==> src/logic/scss_regs.svh <==
// register offsets, field positions, reset values and counts of the clock source switch
`ifndef SCSS_REGS_SVH
`define SCSS_REGS_SVH

// ---------------------------------------------------------------
// register map
// ---------------------------------------------------------------
`define SCSS_CTRL_OFS        12'h000
`define SCSS_STATUS_OFS      12'h004
`define SCSS_CTRL_RESET      10'h000
`define SCSS_CTRL_MASK       32'h0000_03FF

// ---------------------------------------------------------------
// control fields
// ---------------------------------------------------------------
`define SCSS_F_EXT_SEL       0
`define SCSS_F_MAIN_DIS      1
`define SCSS_F_CPU_LO        2
`define SCSS_F_CPU_HI        4
`define SCSS_F_SLEEP_LO      5
`define SCSS_F_SLEEP_HI      6
`define SCSS_F_SLOW_OFF      7
`define SCSS_F_DEEP_SLEEP    8
`define SCSS_F_CRYSTAL_ON    9

// ---------------------------------------------------------------
// timing and counts
// ---------------------------------------------------------------
`define SCSS_MAIN_OSC_MHZ    12
`define SCSS_DIV_ONE         3'h0
`define SCSS_DIV_R0          9'h001
`define SCSS_DIV_R1          9'h002
`define SCSS_DIV_R2          9'h004
`define SCSS_DIV_R3          9'h008
`define SCSS_DIV_R4          9'h010
`define SCSS_DIV_R5          9'h020
`define SCSS_DIV_R6          9'h080
`define SCSS_DIV_R7          9'h100
`define SCSS_SLEEP_N0        16'h0040
`define SCSS_SLEEP_N1        16'h0200
`define SCSS_SLEEP_N2        16'h1000
`define SCSS_SLEEP_N3        16'h8000

`endif

==> src/logic/scss_pkg.sv <==
// types and shared functions of the clock source switch
`include "scss_regs.svh"

package scss_pkg;

  // ---------------------------------------------------------------
  // carriers
  // ---------------------------------------------------------------
  typedef struct packed {
    logic        psel;
    logic        penable;
    logic        pwrite;
    logic [11:0] paddr;
    logic [31:0] pwdata;
  } scss_apb_req_type;

  typedef struct packed {
    logic       crystal_on;
    logic       deep_sleep;
    logic       slow_off;
    logic [1:0] sleep_sel;
    logic [2:0] cpu_speed;
    logic       main_osc_disable;
    logic       ext_clock_select;
  } scss_ctrl_type;

  typedef enum logic [2:0] {
    SW_RUN       = 3'b000,
    SW_WAIT_FALL = 3'b001,
    SW_SYNC1     = 3'b010,
    SW_SYNC2     = 3'b011,
    SW_WAIT_NEG  = 3'b100
  } scss_sw_state_type;

  // ---------------------------------------------------------------
  // functions
  // ---------------------------------------------------------------
  function automatic logic [8:0] scss_div_ratio(input logic [2:0] code);
    logic [8:0] r;
    r = `SCSS_DIV_R0;
    unique case (code)
      3'h0: r = `SCSS_DIV_R0;
      3'h1: r = `SCSS_DIV_R1;
      3'h2: r = `SCSS_DIV_R2;
      3'h3: r = `SCSS_DIV_R3;
      3'h4: r = `SCSS_DIV_R4;
      3'h5: r = `SCSS_DIV_R5;
      3'h6: r = `SCSS_DIV_R6;
      3'h7: r = `SCSS_DIV_R7;
    endcase
    return r;
  endfunction

  function automatic logic [15:0] scss_sleep_count(input logic [1:0] sel);
    logic [15:0] n;
    n = `SCSS_SLEEP_N0;
    unique case (sel)
      2'h0: n = `SCSS_SLEEP_N0;
      2'h1: n = `SCSS_SLEEP_N1;
      2'h2: n = `SCSS_SLEEP_N2;
      2'h3: n = `SCSS_SLEEP_N3;
    endcase
    return n;
  endfunction

endpackage

==> src/logic/scss_sync.sv <==
// two-stage level synchroniser, one per bit
`timescale 1ns/1ns
`default_nettype none

module scss_sync #(
  parameter int W = 11
) (
  input  wire logic         ref_clk_i,
  input  wire logic         reset_i,
  input  wire logic [W-1:0] async_i,
  output logic      [W-1:0] sync_o
);

  logic [W-1:0] meta_r;
  logic [W-1:0] meta_nxt;
  logic [W-1:0] sync_r;
  logic [W-1:0] sync_nxt;

  // first stage feeds only the second
  always_comb begin
    meta_nxt = async_i;
    sync_nxt = meta_r;
  end

  always_ff @(posedge ref_clk_i) begin
    if (reset_i) begin
      meta_r <= '0;
      sync_r <= '0;
    end else begin
      meta_r <= meta_nxt;
      sync_r <= sync_nxt;
    end
  end

  assign sync_o = sync_r;

endmodule // scss_sync

`default_nettype wire

==> src/logic/scss_clkdiv.sv <==
// processor clock divider counting edges of the base clock net
`timescale 1ns/1ns
`default_nettype none

module scss_clkdiv (
  input  wire logic       ref_clk_i,
  input  wire logic       reset_i,
  input  wire logic       base_i,
  input  wire logic [2:0] cpu_speed_i,
  output logic            proc_clk_o
);
  import scss_pkg::*;

  logic       prev_r;
  logic       prev_nxt;
  logic [8:0] cnt_r;
  logic [8:0] cnt_nxt;
  logic       pclk_r;
  logic       pclk_nxt;
  logic [8:0] ratio;

  // half a processor period spans `ratio` base half-cycles
  always_comb begin
    ratio    = scss_div_ratio(cpu_speed_i);
    prev_nxt = base_i;
    cnt_nxt  = cnt_r;
    pclk_nxt = pclk_r;
    if (base_i != prev_r) begin
      if (cnt_r + 9'h001 >= ratio) begin
        cnt_nxt  = 9'h000;
        pclk_nxt = ~pclk_r;
      end else begin
        cnt_nxt = cnt_r + 9'h001;
      end
    end
  end

  always_ff @(posedge ref_clk_i) begin
    if (reset_i) begin
      prev_r <= 1'b0;
      cnt_r  <= 9'h000;
      pclk_r <= 1'b0;
    end else begin
      prev_r <= prev_nxt;
      cnt_r  <= cnt_nxt;
      pclk_r <= pclk_nxt;
    end
  end

  assign proc_clk_o = pclk_r;

endmodule // scss_clkdiv

`default_nettype wire

==> src/logic/scss_top.sv <==
// clock source switch: glitch-free base net select, processor divider, sleep timer, apb regs
//
// Behaviour
// - base net follows main oscillator or external clock per current source selection.
// - processor clock divides base net by one of eight ratios.
// - main oscillator nominally 12 MHz and default base net source.
// - four sleep intervals from 1.95 ms to 1 second.
// - every function runs from, or is resynchronised to, the base net; here sleep timer and slow clock run from the slow oscillator.
// - async inputs and slow oscillator are double-synchronised before use.
// - slow oscillator clocks sleep timer, also output as clock.
// - slow oscillator may be turned off in deep sleep or with crystal running.
// - external select resets to 0, so boot is always from main oscillator.
// - select set makes external input the base net source.
// - source may change anytime; changeover shows no disturbance.
// - divider two or more: select takes effect after base rising edge.
// - old clock disabled after next base falling edge, giving full cycle setup.
// - new source enable passes two stages clocked by that new source.
// - after synchronisation, gating starts at next falling edge of new source.
// - divide-by-one: select takes effect on falling edge, disable at once.
//
// The address map and the APB register port were left to the implementer.
`timescale 1ns/1ns
`default_nettype none
`include "scss_regs.svh"

module scss_top (
  input  wire logic                       ref_clk_i,
  input  wire logic                       reset_i,
  input  wire scss_pkg::scss_apb_req_type apb_req_i,
  output logic                            pready_o,
  output logic [31:0]                     prdata_o,
  output logic                            pslverr_o,
  input  wire logic                       main_osc_clk_i,
  input  wire logic                       ext_clk_i,
  input  wire logic                       slow_osc_clk_i,
  input  wire logic [7:0]                 async_in_i,
  output logic                            base_clock_o,
  output logic                            processor_clock_o,
  output logic                            slow_clock_o,
  output logic                            main_osc_en_o,
  output logic                            slow_osc_en_o,
  output logic                            sleep_tick_o,
  output logic [7:0]                      async_sync_o
);
  import scss_pkg::*;

  // ---------------------------------------------------------------
  // input synchronisers
  // ---------------------------------------------------------------
  logic [10:0] sync_w;
  logic        main_s;
  logic        ext_s;
  logic        slow_s;

  scss_sync #(
    .W (11)
  ) u_sync (
    .ref_clk_i (ref_clk_i),
    .reset_i   (reset_i),
    .async_i   ({async_in_i, slow_osc_clk_i, ext_clk_i, main_osc_clk_i}),
    .sync_o    (sync_w)
  );

  assign main_s = sync_w[0];
  assign ext_s  = sync_w[1];
  assign slow_s = sync_w[2];

  // ---------------------------------------------------------------
  // state
  // ---------------------------------------------------------------
  scss_ctrl_type     ctrl_r;
  scss_ctrl_type     ctrl_nxt;
  scss_sw_state_type state_r;
  scss_sw_state_type state_nxt;
  logic              sel_eff_r;
  logic              sel_eff_nxt;
  logic              cur_src_r;
  logic              cur_src_nxt;
  logic              gate_on_r;
  logic              gate_on_nxt;
  logic              base_r;
  logic              base_nxt;
  logic              base_prev_r;
  logic              base_prev_nxt;
  logic [2:0]        src_prev_r;
  logic [2:0]        src_prev_nxt;
  logic              pready_r;
  logic              pready_nxt;
  logic [31:0]       prdata_r;
  logic [31:0]       prdata_nxt;
  logic              pslverr_r;
  logic              pslverr_nxt;
  logic [15:0]       sleep_cnt_r;
  logic [15:0]       sleep_cnt_nxt;
  logic              sleep_tick_r;
  logic              sleep_tick_nxt;
  logic              slow_clk_r;
  logic              slow_clk_nxt;
  logic              main_en_r;
  logic              main_en_nxt;
  logic              slow_en_r;
  logic              slow_en_nxt;
  logic [7:0]        async_r;
  logic [7:0]        async_nxt;

  // ---------------------------------------------------------------
  // apb slave
  // ---------------------------------------------------------------
  logic        acc;
  logic        wr_fire;
  logic        hit_ctrl;
  logic        hit_stat;
  logic [31:0] status_w;

  // one wait state keeps read data and answer flops simple
  always_comb begin
    acc         = apb_req_i.psel & apb_req_i.penable;
    wr_fire     = acc & pready_r & apb_req_i.pwrite;
    hit_ctrl    = apb_req_i.paddr == `SCSS_CTRL_OFS;
    hit_stat    = apb_req_i.paddr == `SCSS_STATUS_OFS;
    status_w    = {25'h000_0000, state_r, gate_on_r, cur_src_r, sel_eff_r, base_r};
    pready_nxt  = acc & ~pready_r;
    prdata_nxt  = 32'h0000_0000;
    pslverr_nxt = 1'b0;
    ctrl_nxt    = ctrl_r;
    if (acc & ~pready_r) begin
      pslverr_nxt = ~(hit_ctrl | hit_stat);
      if (!apb_req_i.pwrite) begin
        if (hit_ctrl) begin
          prdata_nxt = {22'h00_0000, ctrl_r};
        end else if (hit_stat) begin
          prdata_nxt = status_w;
        end
      end
    end
    // reserved bits dropped on write, read back as zero
    if (wr_fire && hit_ctrl) begin
      ctrl_nxt = scss_ctrl_type'(apb_req_i.pwdata[9:0]);
    end
  end

  // ---------------------------------------------------------------
  // source switch
  // ---------------------------------------------------------------
  logic div_one;
  logic base_rise;
  logic base_fall;
  logic main_fall;
  logic ext_rise;
  logic ext_fall;
  logic main_rise;
  logic cur_fall;
  logic new_rise;
  logic new_fall;

  always_comb begin
    div_one   = ctrl_r.cpu_speed == `SCSS_DIV_ONE;
    base_rise = base_r & ~base_prev_r;
    base_fall = ~base_r & base_prev_r;
    main_rise = main_s & ~src_prev_r[0];
    main_fall = ~main_s & src_prev_r[0];
    ext_rise  = ext_s & ~src_prev_r[1];
    ext_fall  = ~ext_s & src_prev_r[1];
    cur_fall  = cur_src_r ? ext_fall : main_fall;
    new_rise  = sel_eff_r ? ext_rise : main_rise;
    new_fall  = sel_eff_r ? ext_fall : main_fall;

    src_prev_nxt  = {slow_s, ext_s, main_s};
    base_prev_nxt = base_r;
    sel_eff_nxt   = sel_eff_r;
    state_nxt     = state_r;
    cur_src_nxt   = cur_src_r;
    gate_on_nxt   = gate_on_r;

    // select bit only lands while no handover is in flight
    if (state_r == SW_RUN) begin
      if (div_one ? base_fall : base_rise) begin
        sel_eff_nxt = ctrl_r.ext_clock_select;
      end
    end

    unique case (state_r)
      SW_RUN: begin
        if (sel_eff_r != cur_src_r) begin
          if (div_one && !base_r) begin
            gate_on_nxt = 1'b0;
            state_nxt   = SW_SYNC1;
          end else begin
            state_nxt = SW_WAIT_FALL;
          end
        end
      end
      SW_WAIT_FALL: begin
        if (cur_fall) begin
          gate_on_nxt = 1'b0;
          state_nxt   = SW_SYNC1;
        end
      end
      SW_SYNC1: begin
        if (new_rise) begin
          state_nxt = SW_SYNC2;
        end
      end
      SW_SYNC2: begin
        if (new_rise) begin
          state_nxt = SW_WAIT_NEG;
        end
      end
      SW_WAIT_NEG: begin
        if (new_fall) begin
          cur_src_nxt = sel_eff_r;
          gate_on_nxt = 1'b1;
          state_nxt   = SW_RUN;
        end
      end
      default: begin
        state_nxt   = SW_RUN;
        gate_on_nxt = 1'b0;
      end
    endcase

    // parked low between sources, so no runt pulse
    if (gate_on_nxt) begin
      base_nxt = cur_src_nxt ? ext_s : main_s;
    end else begin
      base_nxt = 1'b0;
    end
  end

  // ---------------------------------------------------------------
  // slow clock, sleep timer, enables
  // ---------------------------------------------------------------
  logic        slow_rise;
  logic [15:0] sleep_lim;

  always_comb begin
    slow_rise      = slow_s & ~src_prev_r[2];
    sleep_lim      = scss_sleep_count(ctrl_r.sleep_sel);
    slow_clk_nxt   = slow_s;
    sleep_cnt_nxt  = sleep_cnt_r;
    sleep_tick_nxt = 1'b0;
    if (slow_rise) begin
      if (sleep_cnt_r + 16'h0001 >= sleep_lim) begin
        sleep_cnt_nxt  = 16'h0000;
        sleep_tick_nxt = 1'b1;
      end else begin
        sleep_cnt_nxt = sleep_cnt_r + 16'h0001;
      end
    end
    // slow oscillator may stop only in deep sleep or with crystal up
    slow_en_nxt = ~(ctrl_r.slow_off & (ctrl_r.deep_sleep | ctrl_r.crystal_on));
    main_en_nxt = ~ctrl_r.main_osc_disable;
    async_nxt   = sync_w[10:3];
  end

  // ---------------------------------------------------------------
  // registers
  // ---------------------------------------------------------------
  always_ff @(posedge ref_clk_i) begin
    if (reset_i) begin
      ctrl_r       <= scss_ctrl_type'(`SCSS_CTRL_RESET);
      state_r      <= SW_RUN;
      sel_eff_r    <= 1'b0;
      cur_src_r    <= 1'b0;
      gate_on_r    <= 1'b1;
      base_r       <= 1'b0;
      base_prev_r  <= 1'b0;
      src_prev_r   <= 3'h0;
      pready_r     <= 1'b0;
      prdata_r     <= 32'h0000_0000;
      pslverr_r    <= 1'b0;
      sleep_cnt_r  <= 16'h0000;
      sleep_tick_r <= 1'b0;
      slow_clk_r   <= 1'b0;
      main_en_r    <= 1'b1;
      slow_en_r    <= 1'b1;
      async_r      <= 8'h00;
    end else begin
      ctrl_r       <= ctrl_nxt;
      state_r      <= state_nxt;
      sel_eff_r    <= sel_eff_nxt;
      cur_src_r    <= cur_src_nxt;
      gate_on_r    <= gate_on_nxt;
      base_r       <= base_nxt;
      base_prev_r  <= base_prev_nxt;
      src_prev_r   <= src_prev_nxt;
      pready_r     <= pready_nxt;
      prdata_r     <= prdata_nxt;
      pslverr_r    <= pslverr_nxt;
      sleep_cnt_r  <= sleep_cnt_nxt;
      sleep_tick_r <= sleep_tick_nxt;
      slow_clk_r   <= slow_clk_nxt;
      main_en_r    <= main_en_nxt;
      slow_en_r    <= slow_en_nxt;
      async_r      <= async_nxt;
    end
  end

  // ---------------------------------------------------------------
  // processor clock
  // ---------------------------------------------------------------
  scss_clkdiv u_div (
    .ref_clk_i   (ref_clk_i),
    .reset_i     (reset_i),
    .base_i      (base_r),
    .cpu_speed_i (ctrl_r.cpu_speed),
    .proc_clk_o  (processor_clock_o)
  );

  assign pready_o      = pready_r;
  assign prdata_o      = prdata_r;
  assign pslverr_o     = pslverr_r;
  assign base_clock_o  = base_r;
  assign slow_clock_o  = slow_clk_r;
  assign main_osc_en_o = main_en_r;
  assign slow_osc_en_o = slow_en_r;
  assign sleep_tick_o  = sleep_tick_r;
  assign async_sync_o  = async_r;

endmodule // scss_top

`default_nettype wire

==> config.mk <==
export PLATFORM = sky130hd
export DESIGN_NAME = scss_top
export DESIGN_NICKNAME = d
export VERILOG_FILES = /design/src/logic/scss_pkg.sv /design/src/logic/scss_sync.sv /design/src/logic/scss_clkdiv.sv /design/src/logic/scss_top.sv
export VERILOG_INCLUDE_DIRS = /design/src /design/src/logic
export SDC_FILE = /design/constraint.sdc
export NUM_CORES = 1
export LEC_CHECK = 0
export BUFFER_PORTS_ARGS = -buffer_cell sky130_fd_sc_hd__buf_4
export CORE_UTILIZATION = 35
export DETAILED_ROUTE_END_ITERATION = 16
export PLACE_DENSITY_LB_ADDON = 0.08
export RECOVER_POWER = 100
export SYNTH_ARGS = -nofsm -noshare
export SYNTH_HDL_FRONTEND = slang
export SYNTH_HIERARCHICAL = 1
export SYNTH_SLANG_ARGS = --single-unit
==> constraint.sdc <==
create_clock -name ref_clk_i -period 3.6 [get_ports ref_clk_i]
set_input_delay 0 -clock ref_clk_i [delete_from_list [all_inputs] [get_ports ref_clk_i]]
set_output_delay 0 -clock ref_clk_i [all_outputs]
set_load 0.05 [all_outputs]
## Word level (Yosys, flattened, before mapping)

Memory sizes are Yosys's and may differ from the RTL's. A register that Yosys moved wholly into a read port is not among the register bits.
Cells that the tools add are included.

| word-level totals | value |
|---|---|
| flip-flop bits (word level) | 115 |
| bits in read-only memories | 64 |
| output and inout port bits | 48 |
| memories kept | 1 |

| operators by class | value |
|---|---|
| add/subtract/negate cells | 2 |
| order comparisons | 2 |
| equality and inequality tests | 15 |
| mux-type cells | 27 |
| bitwise operators | 29 |
| reductions and logical operators | 16 |

Memory list:

| memory | depth | width | rd ports | clocked after Yosys merged registers in | write ports | line | RTL |
|---|---|---|---|---|---|---|---|
| (no name shown) | 8 | 8 | 1 | 1 | 0 | scss_pkg.sv:41 | `unique case (code)` |

Operators with widths:

| cell | number |
|---|---|
| $pmux W16 S4 | 1 |
| $mux W3 | 7 |
| $add A16 B1 Y16 const B | 1 |
| $ge A16 B16 Y1 | 1 |
| $mux W16 | 1 |
| $not A1 Y1 | 15 |
| $pmux W3 S5 | 1 |
| $and A1 B1 Y1 | 12 |
| $eq A12 B3 Y1 const B | 1 |
| $logic_not A12 Y1 | 1 |
| $mux W1 | 12 |
| $mux W10 | 1 |
| $add A9 B1 Y9 const B | 1 |
| $ge A9 B9 Y1 | 1 |
| $mux W9 | 1 |
| $ne A2 B2 Y1 const B | 4 |
| $reduce_or A2 Y1 | 4 |
| $mux W7 | 1 |
| $eq A3 B2 Y1 const B | 2 |
| $logic_not A3 Y1 | 2 |
| $reduce_and A5 Y1 | 1 |
| $eq A2 B2 Y1 const B | 2 |
| $pmux W1 S4 | 1 |
| $reduce_and A2 Y1 | 2 |
| other kinds (12) | 15 |

## Logic depth before layout (Yosys ltp)

Gate-level depths: netlist of run 1.

| logic depth | value |
|---|---|
| depth in word-level cells | 7 |
| gate-level depth with buffers | 12 |

## Cells and area by module

The synthesis of run 1 kept the hierarchy.

By module, submodules not included:

| module | times used | cells each | area an instance (µm²) |
|---|---|---|---|
| scss_top | 1 | 330 | 3,014.1 |
| scss_clkdiv | 1 | 98 | 898.4 |
| scss_sync | 1 | 46 | 640.6 |

## Worst setup path before layout of run 1

No wires, ideal clock.

| timing | value |
|---|---|
| path type | register to register |
| start point | register sleep_cnt_r[2] |
| end point | register sleep_cnt_r[14] |
| setup time | 0.091 ns |
| arrival time | 2.528 ns |
| slack | 0.981 ns |
| stages on the path, launching flop included | 13 |
| cells stage by stage | dfxtp_1 -> and4_1 -> buf_6 -> and3_4 -> nand3_1 -> xnor2_1 -> ha_1 -> nor2_1 -> or4b_1 -> nand3_2 -> nand2b_1 -> buf_2 -> a311oi_1 |

| between the ends | value |
|---|---|
| longest elaborated chain between the ends | 3 |

RTL lines:

| element | line | RTL |
|---|---|---|
| start, declared | scss_top.sv:93 | `logic [15:0] sleep_cnt_r;` |
| start signal, assigned | scss_top.sv:290 | `sleep_cnt_r <= sleep_cnt_nxt;` |
| $add A16 B1 Y16 * | scss_top.sv:243, scss_top.sv:247 |  |
| $ge A16 B16 Y1 | scss_top.sv:243 | `if (sleep_cnt_r + 16'h0001 >= sleep_lim) begin` |
| $mux W16 * | scss_top.sv:243 |  |

Mark *: on every way between the ends. The rest lies on a longest branch, timed or not.
A chain may end at the register's enable or synchronous reset.

## Worst setup path after layout of run 1

| timing | value |
|---|---|
| start point | register sleep_cnt_r[2] |
| end point | register sleep_cnt_r[3] |

Same word-level chain as after synthesis.

==> results of run 1 <==
## Yosys cell counts, types with 3 or more instances
cell type  count  area share, %
nand2_1       34            2.8
a31oi_1        5           0.69
nand2b_1       5           0.69
nor2b_1       24            3.3
buf_4         25            4.1
buf_2          3           0.33
buf_6          4           0.99
a311oi_2       3           0.99
nor4_1         6           0.82
o21ai_0        7           0.77
ha_1          14            3.8
xor2_1        17            3.3
dfxtp_1       93             41
a21oi_1        5           0.55
clkbuf_1      11           0.91
nor3_1         9           0.99
nand3b_1       6           0.99
a311oi_1       6            1.2
nor2b_2       15            2.9
xnor2_1       18            3.5
a22o_1         7            1.3
nand4_1       12            1.6
mux2i_1       13            2.9
a32oi_1        4           0.77
and2_1         4           0.55
nand3_1       18            2.0
and3_2         3           0.49
and3_1         3           0.41
a211oi_1       3           0.49
nor2_1        41            3.4
inv_1          6           0.49
## logic make-up (layout without fill, tap and decap cells)
logic type,Yosys count,count (layout)
adders and majority gates,14,14
muxes,14,14
other,1,22
xor gates and xnor gates,37,37
DFF,93,93
and+or+nand+nor,201,201
AOI/OAI and AO/OA,62,62
buffers and inverters,52,111
## cells in the final DEF, fill, tap and decap left out, types with 6 or more instances in the layout
cell,count
nand3b_1,6
nor2b_1,24
xnor2_1,18
mux2i_1,13
dlygate4sd3_1,21
xor2_1,17
clkbuf_1,29
nor2b_2,15
o21ai_0,7
nand3_1,18
a311oi_1,8
ha_1,14
a31oi_1,6
nor2_1,41
dfxtp_1,93
nor4_1,7
nor3_1,9
clkbuf_16,9
nand4_1,12
a22o_1,7
buf_4,37
nand2_1,34
inv_1,6
conb_1,22
## metrics by stage
step / worst slack, ns / std cells / instance area (sq um) / utilization, %
floorplan: 0.9807 / 495 / 4632 / -
global placement: 0.5545 / 690 / 5057 / 39.91
detailed placement: 0.5032 / 690 / 5057 / 39.91
CTS: 0.4643 / 726 / 5557 / 43.85
global route: 0.1525 / 726 / 5399 / 42.61
finish: 0.4689 / 726 / 5399 / 42.61
## report_power, final
part,internal [mW],leakage [nW],switching [mW]
Sequential,1.05,0.756,0.00818
Combinational,0.0632,1.20,0.111
Clock,0.538,0.139,0.397
## flip-flops by register name (all words and copies together), names as in the netlist, 3 cells and up
| register | flops |
|---|---|
| async_sync_o | 8 |
| src_prev_r | 3 |
| ctrl_r | 10 |
| u_sync/sync_o | 11 |
| state_r | 3 |
| prdata_o | 10 |
| u_div/cnt_r | 9 |
| sleep_cnt_r | 16 |
| u_sync/meta_r | 11 |
## final cells by class
class / count / area [sq um]
Fill cell: 1295 / 7272
Multi-Input combinational cell: 350 / 2391
Sequential cell: 93 / 1862
Timing Repair Buffer: 89 / 615.6
Clock buffer: 10 / 229.0
Tap cell: 172 / 215.2
Clock inverter: 5 / 60.06
Inverter: 7 / 26.28
## routing by layer
metal  GRT usage, %  vias up
met5              0        -
met4          7.179        0
met3          3.295       17
met2          23.41      109
met1          18.95     1660
li1               -     1772
## timing repair
action	CTS	global route
buffers inserted	0	0
resized for setup	0	0
hold buffers	21	0
hold endpoints to repair	21	0
setup endpoints to repair	0	0
## worst paths after layout
kind	from	cells past startpoint	slack [ns]	to
worst max-delay path	sleep_cnt_r[2]$_SDFFE_PP0P_	10	0.47	sleep_cnt_r[3]$_SDFFE_PP0P_
worst min-delay path	reset_i	2	0.04	u_sync/meta_r[1]$_SDFF_PP0_
worst max register to register	sleep_cnt_r[2]$_SDFFE_PP0P_	10	0.47	sleep_cnt_r[3]$_SDFFE_PP0P_
worst min register to register	ctrl_r[1]$_SDFFE_PP0P_	1	0.40	main_osc_en_o$_SDFF_PP1_
==> metrics, run 1 <==
Worst path max stage delay=0.46 ns; IO Pins=108; Leak=2.091 nW; Hold Violations, Final=0; Seq cells post-synth=93; fin crit period=3.131 ns; Clk Latency, worst-skew pair=0.34 ns; initial DRC count=130; final hold slack=0.04399 ns; Yosys cell types=70; Pre-antenna DRT Iters=4; Critical Path Start Type=flop; share of cells above drive strength 1=15.70%; Seq/Total Area, Yosys=40.89%; PortBufs=63; Reg clk slew, reported paths=0.06 ns; Slew Limit Fails=55; post-synthesis simple-gate area fraction=25.23%; total negative slack=0 ns; xor/xnor cell area share of the yosys netlist=7.694%; n_diodes=0; antenna viol nets, final=0; Clock Sinks=a little over 90; Slowest-stage cell, CP=or4b_1; Power Dens Cells=400.8 nW/um^2; WP data arrival=3.36 ns; Total Power=roughly 2.2 mW; max cap viols=2; Die Y=between 100 and 150 um; wire length on met2=approximately 4300 um; hold crit path type=input port to flop; Met3 Routed Length=about 580 um; Die Width=between 100 and 150 um; asr flop ratio synth=0%; nets=624; DRC=0; wire per inst=approximately 13 um; Die ar.=13470 sq um; top routing layer used=met4; Detailed Place HPWL=6554 um; Initial Util=35.93%; total track usage=14.76%; Buf/Inv on CP=0; Worst Setup Path Type=flop to flop; Fmax=roughly 320 MHz; Vias=3558; endpoints failing setup=0; Slew headroom=-49.15%; Syn Inst Count=~470; synth warn=6; final global-route overflow total=0; largest family of logic cells by synthesized area=simple AND/OR/NAND/NOR gates; CTS tree=done; initial antenna violation count=0; largest net degree at the start of global routing=44; CP Cell Sequence=and4_1 > and3_1 > nand3_1 > xnor2_1 > ha_1 > nor2_1 > or4b_1 > nand3_2 > nand2b_1 > a311oi_1; Via-to-Cell Ratio=4.901; Post-synth top flop=dfxtp_1; mapped cell area=between 4000 and 5000 sq um; Critical Path End Type=flop; final worst path period share=86.97%; vias in the first global route=3272; Core Area=12670 sq um; clk buf depth=2; Worst Max-Slew Pin Slew=2.237 ns; worst-path fanout max=9; Met1 Wirelength=4508 um; H-tree depth=3; VDD IR max=just under 300 uV; Area Overhead vs Synth=18.58%; Top delay family on crit path=simple AND/OR/NAND/NOR gates; post-synthesis mux area share=3.105%; row count=41; status=finished with violations; number of synthesized flops with an enable pin=0; DRT Wirelength=9489 um; skew final=about 0.0049 ns; first-pass GRT wire length=15410 um; Worst Path Required=between 3 and 4 ns; GP Congestion=0.8552; Num CTS Buffers=9; Synth Area in Adders=3.847%; post-synthesis compound-gate area fraction=a little under an eighth; synthesized area per cell=between 9 and 10 sq um; Clock Root Buffer=clkbuf_16; failing checks=max-capacitance violations, max-slew violations; RSZ-0062 raised after global routing=no
Note: power is estimated with default switching activity, not from simulation.
==> inputs of run 2 (changes only) <==
- ABC_AREA: unset -> 1
==> run 2 against run 1 <==
Effect of this change:
- the run still ends with max-capacitance violations, max-slew violations left
- sequential share of layout area increased by 0.99 points
- area after synthesis decreased by 5.2%
- clock skew increased by 0.0015 ns
- power increased by 8.1%
- global-route usage increased by 0.086 points
- synthesized cell count increased by 19%
- sequential cell count unchanged
- die area decreased by 5.1%
- clock-buffer cell count decreased by 1
- critical endpoint is now sleep_cnt_r[1]$_SDFFE_PP0P_
==> metrics, run 2 <==
Yosys cell types=33 (was 70); most frequent cells in the layout=95 x nor2_1, 93 x dfxtp_1, 87 x inv_1, 78 x nand2_1, 31 x o21ai_0 (was 93 x dfxtp_1, 41 x nor2_1, 37 x buf_4, 34 x nand2_1, 29 x clkbuf_1); Slew Limit Fails=42 (was 55); skew final=0.006355 ns (was 0.004868 ns); register area=1862 sq um (unchanged); Clock Sinks=93 (unchanged); Hold-fix buffers, CTS=25 (was 21); wire per inst=11.09 um (was 13.07 um); failing checks=max-capacitance violations, max-slew violations (unchanged); Num CTS Buffers=9 (unchanged); H-tree depth=3 (unchanged); GP Congestion=0.7585 (was 0.8552); Power Dens Cells=445.6 nW/um^2 (was 400.8 nW/um^2); initial antenna violation count=0 (unchanged); Finished Layout Cells=802 (was 726); clk buf depth=2 (unchanged); status=finished with violations (unchanged); DRT Wirelength=8893 um (was 9489 um); post-route cell area=5248 sq um (was 5399 sq um); asr flop ratio synth=0% (unchanged); post-synth top area share=43.14% (was 40.89%); clock share of power=41.6% (was 43.2%); fillers=1251 (was 1295); final global-route overflow total=0 (unchanged); Critical Path Start Type=flop (unchanged); RSZ-0062 raised after global routing=no (unchanged); row count=40 (was 41); max cap viols=1 (was 2); Die Y=113.0 um (was 116.1 um); Initial Util=35.93% (about the same); Largest register FFs=16 (unchanged); # resized after CTS=0 (unchanged); fin crit period=2.558 ns (was 3.131 ns); top cells by count, synth=93 x dfxtp_1, 90 x nor2_1, 87 x inv_1 (was 93 x dfxtp_1, 41 x nor2_1, 34 x nand2_1); pre-CTS setup slack=1.030 ns (was 0.5032 ns); Area Overhead vs Synth=21.60% (was 18.58%); Inst Count DP=761 (was 690); initial DRC count=206 (was 130); final worst path period share=71.06% (was 86.97%); WP data arrival=2.79 ns (was 3.36 ns); Die Width=113.0 um (was 116.1 um); Detailed Place HPWL=6355 um (was 6554 um); multi-input logic area=1939 sq um (was 2391 sq um); IO Pins=108 (unchanged); mapped cell area=4315 sq um (was 4553 sq um); Syn Inst Count=562 (was 474); largest net degree at the start of global routing=42 (was 44); Pre-antenna DRT Iters=4 (unchanged); DRC=0 (unchanged); antenna viol nets, final=0 (unchanged); Vias=3516 (was 3558); Worst Max-Slew Pin Slew=1.751 ns (was 2.237 ns); Worst Setup Path Type=flop to flop (unchanged); Reg clk slew, reported paths=0.07 ns (was 0.06 ns); P_int=1.708 mW (was 1.648 mW); Seq cells post-synth=93 (unchanged); Clock Root Buffer=clkbuf_16 (unchanged); Post-CTS Setup Repair Bufs=0 (unchanged); n_diodes=0 (unchanged); top post-synthesis cells by area=dfxtp_1 43%, nor2_1 7.8%, inv_1 7.6% (was dfxtp_1 41%, buf_4 4.1%, ha_1 3.8%); leading cell type in the layout, fill and taps excluded=nor2_1 (was dfxtp_1); Post-synth top flop=dfxtp_1 (unchanged); total track usage=14.85% (was 14.76%); Final WS setup=1.042 ns (was 0.4689 ns); nets=724 (was 624); Worst Path Required=3.83 ns (was 3.82 ns); synthesized area per cell=7.679 sq um (was 9.606 sq um); Seq/Total Area, Yosys=43.14% (was 40.89%); sw power=0.6302 mW (was 0.5157 mW); Clk Latency, worst-skew pair=0.34 ns (about the same); Leak=2.222 nW (was 2.091 nW); switching share of total power=26.95% (was 23.83%); first-pass GRT wire length=14890 um (was 15410 um); Hold Violations, Final=0 (unchanged); Synth area leader=dfxtp_1 (unchanged); total negative slack=0 ns (unchanged); final hold slack=0.07282 ns (was 0.04399 ns); worst-path fanout max=16 (was 9); synth warn=6 (unchanged); combinational power share=11.9% (was 8.0%); Core Area=12010 sq um (was 12670 sq um); cell with the most instances after synthesis=dfxtp_1 (unchanged); Biggest register=sleep_cnt_r (unchanged); Flop pwr share=46.5% (was 48.8%); share of cells above drive strength 1=11.76% (was 15.70%); number of synthesized flops with an enable pin=0 (unchanged); Via-to-Cell Ratio=4.384 (was 4.901); CTS tree=done (unchanged); Slew headroom=-16.76% (was -49.15%); Critical Path End Type=flop (unchanged); vias in the first global route=3194 (was 3272); PortBufs=63 (unchanged); Fmax=390.9 MHz (was 319.4 MHz); Die ar.=12780 sq um (was 13470 sq um); endpoints failing setup=0 (unchanged); DP Area=4817 sq um (was 5057 sq um); VDD IR max=320.0 uV (was 289.5 uV); hold crit path type=input port to flop (unchanged)
-- run 2: cell count changes after synthesis, moves of 10 or more --
cell / delta
nand2_1: +41
o21ai_0: +24
xor2_1: -10
nor2_2: +13
nor2b_2: -15
nor2_1: +49
a21oi_1: +13
nand3_1: +12
nor2b_1: -24
inv_1: +81
-- run 2: area by class of cell --
type	instances	area share, %
inverter	87	6.223
clock buffer	9	4.292
multi-input combinational	370	36.96
sequential	93	35.48
clock inverter	7	1.550
tap	147	3.505
timing repair buffer	89	11.99
-- run 2: metal layers --
layer,share of wire (%),global-route usage (%),up-vias
met3,4.2,4.285,6
met4,0.69,5.789,0
li1,-,-,1889
met1,50,19.52,1554
met2,45,22.94,67
met5,0,0,-
-- run 2: stage by stage --
stage	total power [mW]	utilization, %
2_1_floorplan	1.328	-
3_3_place_gp	1.376	40.10
3_5_place_dp	1.378	40.10
4_1_cts	2.387	44.74
5_1_grt	2.460	43.69
6_report	2.339	43.69
-- run 2: path summary, 6_finish.rpt --
path | cells past startpoint | start | slack (ns) | endpoint
worst min register to register | 2 | u_sync/meta_r[3]$_SDFF_PP0_ | 0.40 | u_sync/sync_o[3]$_SDFF_PP0_
worst max register to register | 14 | sleep_cnt_r[2]$_SDFFE_PP0P_ | 1.04 | sleep_cnt_r[1]$_SDFFE_PP0P_
worst min-delay path | 4 | apb_req_i[38] | 0.07 | pslverr_o$_SDFF_PP0_
worst max-delay path | 14 | sleep_cnt_r[2]$_SDFFE_PP0P_ | 1.04 | sleep_cnt_r[1]$_SDFFE_PP0P_
-- run 2: power groups by stage --
stage | Combinational (mW) | Clock [mW] | Sequential (mW)
final | 0.279 | 0.972 | 1.09
after global routing | 0.312 | 1.06 | 1.09
after CTS | 0.290 | 1.01 | 1.09
after detailed placement | 0.267 | 0 | 1.11
after global placement | 0.266 | 0 | 1.11
after floorplan | 0.205 | 0 | 1.12
-- run 2: critical path, cell delays in order (launching register included) --
cell      delay (ns)
dfxtp_1         0.39
nand2_1         0.07
nor2_1          0.23
nand4_1         0.18
nor3_1          0.21
xor2_1          0.13
ha_1            0.31
nand2_1         0.05
nand3b_1        0.14
nor2_1          0.15
nand3_1         0.09
nand3_1         0.08
nand2_1         0.10
nand2_4         0.22
nor2_1          0.08
-- run 2: cells by family after synthesis --
logic type | after synthesis | share of synthesized area (%)
buf+inv | 120 | 13.16
mux | 9 | 2.088
flops | 93 | 43.14
xor+xnor | 18 | 4.001
compound gates | 62 | 7.683
other cells | 1 | 0.08690
simple gates | 245 | 25.78
fa+ha+maj | 14 | 4.059
==> inputs of run 3 (changes only) <==
- clock period: 3.6 -> 2.43 ns (I/O delays scaled with it)
==> run 3 against run 2 <==
Effect of this change:
- the flow now finishes without violations
- wire length rose by 3.6%
- highest routed layer unchanged
- cell area rose by 3.6%
- worst setup slack got worse by 0.89 ns
- die area did not move
- largest cell class unchanged
- via count rose by 1.9%
==> metrics, run 3 (synthesized netlist as in run 2, its figures left out) <==
initial DRC count=206 (unchanged); final global-route overflow total=0 (unchanged); DP Area=4907 sq um (was 4817 sq um); IO Pins=108 (unchanged); CP Cell Sequence=inv_1 > nor2_1 > nand4_1 > nor3_2 > xor2_1 > ha_1 > nand2_1 > nand3b_1 > nor2_2 > nand2_1 > nand3_2 > nand2_4 > buf_4 > nor2_2 (was nand2_1 > nor2_1 > nand4_1 > nor3_1 > xor2_1 > ha_1 > nand2_1 > nand3b_1 > nor2_1 > nand3_1 > nand3_1 > nand2_1 > nand2_4 > nor2_1); Hold Violations, Final=0 (unchanged); Area Overhead vs Synth=25.92% (was 21.60%); Die ar.=12780 sq um (unchanged); H-tree depth=3 (unchanged); clk buf depth=2 (unchanged); Power Dens Cells=622.2 nW/um^2 (was 445.6 nW/um^2); endpoints failing setup=0 (unchanged); Worst Setup Path Type=flop to flop (unchanged); Critical Path Start Type=flop (unchanged); Finished Layout Cells=815 (was 802); worst-path fanout max=3 (was 16); Leak=2.328 nW (was 2.222 nW); Die Width=113.0 um (unchanged); Slew headroom=44.50% (was -16.76%); final worst path period share=93.90% (was 71.06%); Vias=3583 (was 3516); fillers=1234 (was 1251); hold crit path type=input port to flop (unchanged); max cap viols=0 (was 1); Slew Limit Fails=0 (was 42); vias in the first global route=3305 (was 3194); PortBufs=63 (unchanged); antenna viol nets, final=0 (unchanged); Core Area=12010 sq um (unchanged); initial antenna violation count=0 (unchanged); Reg clk slew, reported paths=0.07 ns (about the same); Clock Root Buffer=clkbuf_16 (unchanged); nets=738 (was 724); Num CTS Buffers=9 (unchanged); Total Power=3.381 mW (was 2.339 mW); GP Congestion=0.7882 (was 0.7585); Worst path max stage delay=0.37 ns (was 0.39 ns); Worst Max-Slew Pin Slew=0.8325 ns (was 1.751 ns); Worst Path Required=2.63 ns (was 3.83 ns); Worst Setup EP=sleep_tick_o$_SDFF_PP0_ (was sleep_cnt_r[1]$_SDFFE_PP0P_); register-to-register setup slack=0.15 ns (was 1.04 ns); n_diodes=0 (unchanged); wire per inst=11.30 um (was 11.09 um); fin crit period=2.282 ns (was 2.558 ns); VDD IR max=372.5 uV (was 320.0 uV); Inst Count DP=773 (was 761); row count=40 (unchanged); Biggest register=sleep_cnt_r (unchanged); WP data arrival=2.48 ns (was 2.79 ns); Critical Path End Type=flop (unchanged); Slowest-stage cell, CP=dfxtp_2 (was dfxtp_1); worst r2r path cells=14 (unchanged); Final WS setup=0.1482 ns (was 1.042 ns); total negative slack=0 ns (unchanged); Clock Sinks=93 (unchanged); Die Y=113.0 um (unchanged); Worst Setup SP=sleep_cnt_r[1]$_SDFFE_PP0P_ (was sleep_cnt_r[2]$_SDFFE_PP0P_); pre-CTS setup slack=0.02321 ns (was 1.030 ns); Fmax=438.2 MHz (was 390.9 MHz); post-route cell area=5434 sq um (was 5248 sq um); share of cells above drive strength 1=17.37% (was 11.76%); Clk Latency, worst-skew pair=0.35 ns (was 0.34 ns); status=completed (was finished with violations); Initial Util=35.93% (unchanged); reg2reg end=sleep_tick_o$_SDFF_PP0_ (was sleep_cnt_r[1]$_SDFFE_PP0P_); first-pass GRT wire length=15170 um (was 14890 um); CTS tree=done (unchanged); Detailed Place HPWL=6419 um (was 6355 um); DRC=0 (unchanged); Via-to-Cell Ratio=4.396 (was 4.384); skew final=0.008022 ns (was 0.006355 ns); DRT Wirelength=9209 um (was 8893 um); Largest register FFs=16 (unchanged); Pre-antenna DRT Iters=4 (unchanged); most frequent cells in the layout=87 x inv_1, 87 x dfxtp_1, 83 x nor2_1, 75 x nand2_1, 38 x buf_4 (was 95 x nor2_1, 93 x dfxtp_1, 87 x inv_1, 78 x nand2_1, 31 x o21ai_0); largest net degree at the start of global routing=42 (unchanged); total track usage=15.08% (was 14.85%); worst r2r src=sleep_cnt_r[1]$_SDFFE_PP0P_ (was sleep_cnt_r[2]$_SDFFE_PP0P_)
run 3: cell types whose count changed in the layout (fill, tap and decap cells not counted), moves of 2 or more:
cell,delta
clkinvlp_4,-3
nand2_1,-3
dfxtp_2,+5
nand2_4,+2
clkinv_2,+2
dfxtp_1,-6
buf_4,+13
nor2_1,-12
nor2_2,+12
nand2_8,+2
run 3: how the worst min path moves through the flow:
stage	slack, ns	from	endpoint	cells past startpoint
3_3_place_gp	0.20	async_in_i[3]	u_sync/meta_r[6]$_SDFF_PP0_	3
6_report	0.06	apb_req_i[38]	pslverr_o$_SDFF_PP0_	4
4_1_cts	0.04	apb_req_i[38]	pslverr_o$_SDFF_PP0_	4
2_1_floorplan	0.07	reset_i	u_sync/meta_r[8]$_SDFF_PP0_	1
5_1_grt	0.09	apb_req_i[38]	pslverr_o$_SDFF_PP0_	4
3_5_place_dp	0.21	async_in_i[4]	u_sync/meta_r[7]$_SDFF_PP0_	3
run 3: layout make-up:
| cell class | count | area, sq um | area share, % |
|---|---|---|---|
| multi-input combinational | 371 | 2051 | 37.74 |
| sequential | 93 | 1872 | 34.45 |
| timing repair buffer | 102 | 728.2 | 13.40 |
| inverter | 87 | 326.6 | 6.010 |
| clock buffer | 9 | 225.2 | 4.145 |
| tap | 147 | 183.9 | 3.385 |
| clock inverter | 6 | 47.55 | 0.8750 |
run 3: critical path, delay by kind of cell, from the launching register on:
| family | cells | cell delay [ns] |
|---|---|---|
| xor gates and xnor gates | 1 | 0.22 |
| DFF | 1 | 0.37 |
| adders and majority gates | 1 | 0.28 |
| buffers and inverters | 2 | 0.20 |
| and+or+nand+nor | 10 | 1.09 |
run 3: layer usage:
| layer | part of all wire [%] | vias up | track usage [%] |
|---|---|---|---|
| met5 | 0 | - | 0 |
| met4 | 0.67 | 0 | 6.053 |
| met3 | 3.4 | 4 | 3.856 |
| met2 | 45 | 59 | 23.07 |
| met1 | 51 | 1586 | 20.27 |
| li1 | - | 1934 | - |
run 3: stage by stage:
stage	utilization, %	hold WS [ns]
after floorplan	-	0.07118
after global placement	40.85	0.2000
after detailed placement	40.85	0.2052
after CTS	45.21	0.04142
after global routing	45.24	0.09333
final	45.24	0.05922
run 3: power breakdown:
part	switching [mW]	internal, mW
Combinational	0.291	0.159
Clock	0.622	0.701
Sequential	0.0320	1.58
Total	0.945	2.44
run 3: what timing repair did:
action | CTS | global route
setup buffers | 0 | 1
hold buffers | 25 | 0
hold endpoints to repair | 23 | 0
gates resized for setup | 0 | 23
endpoints found under the setup margin | 0 | 19
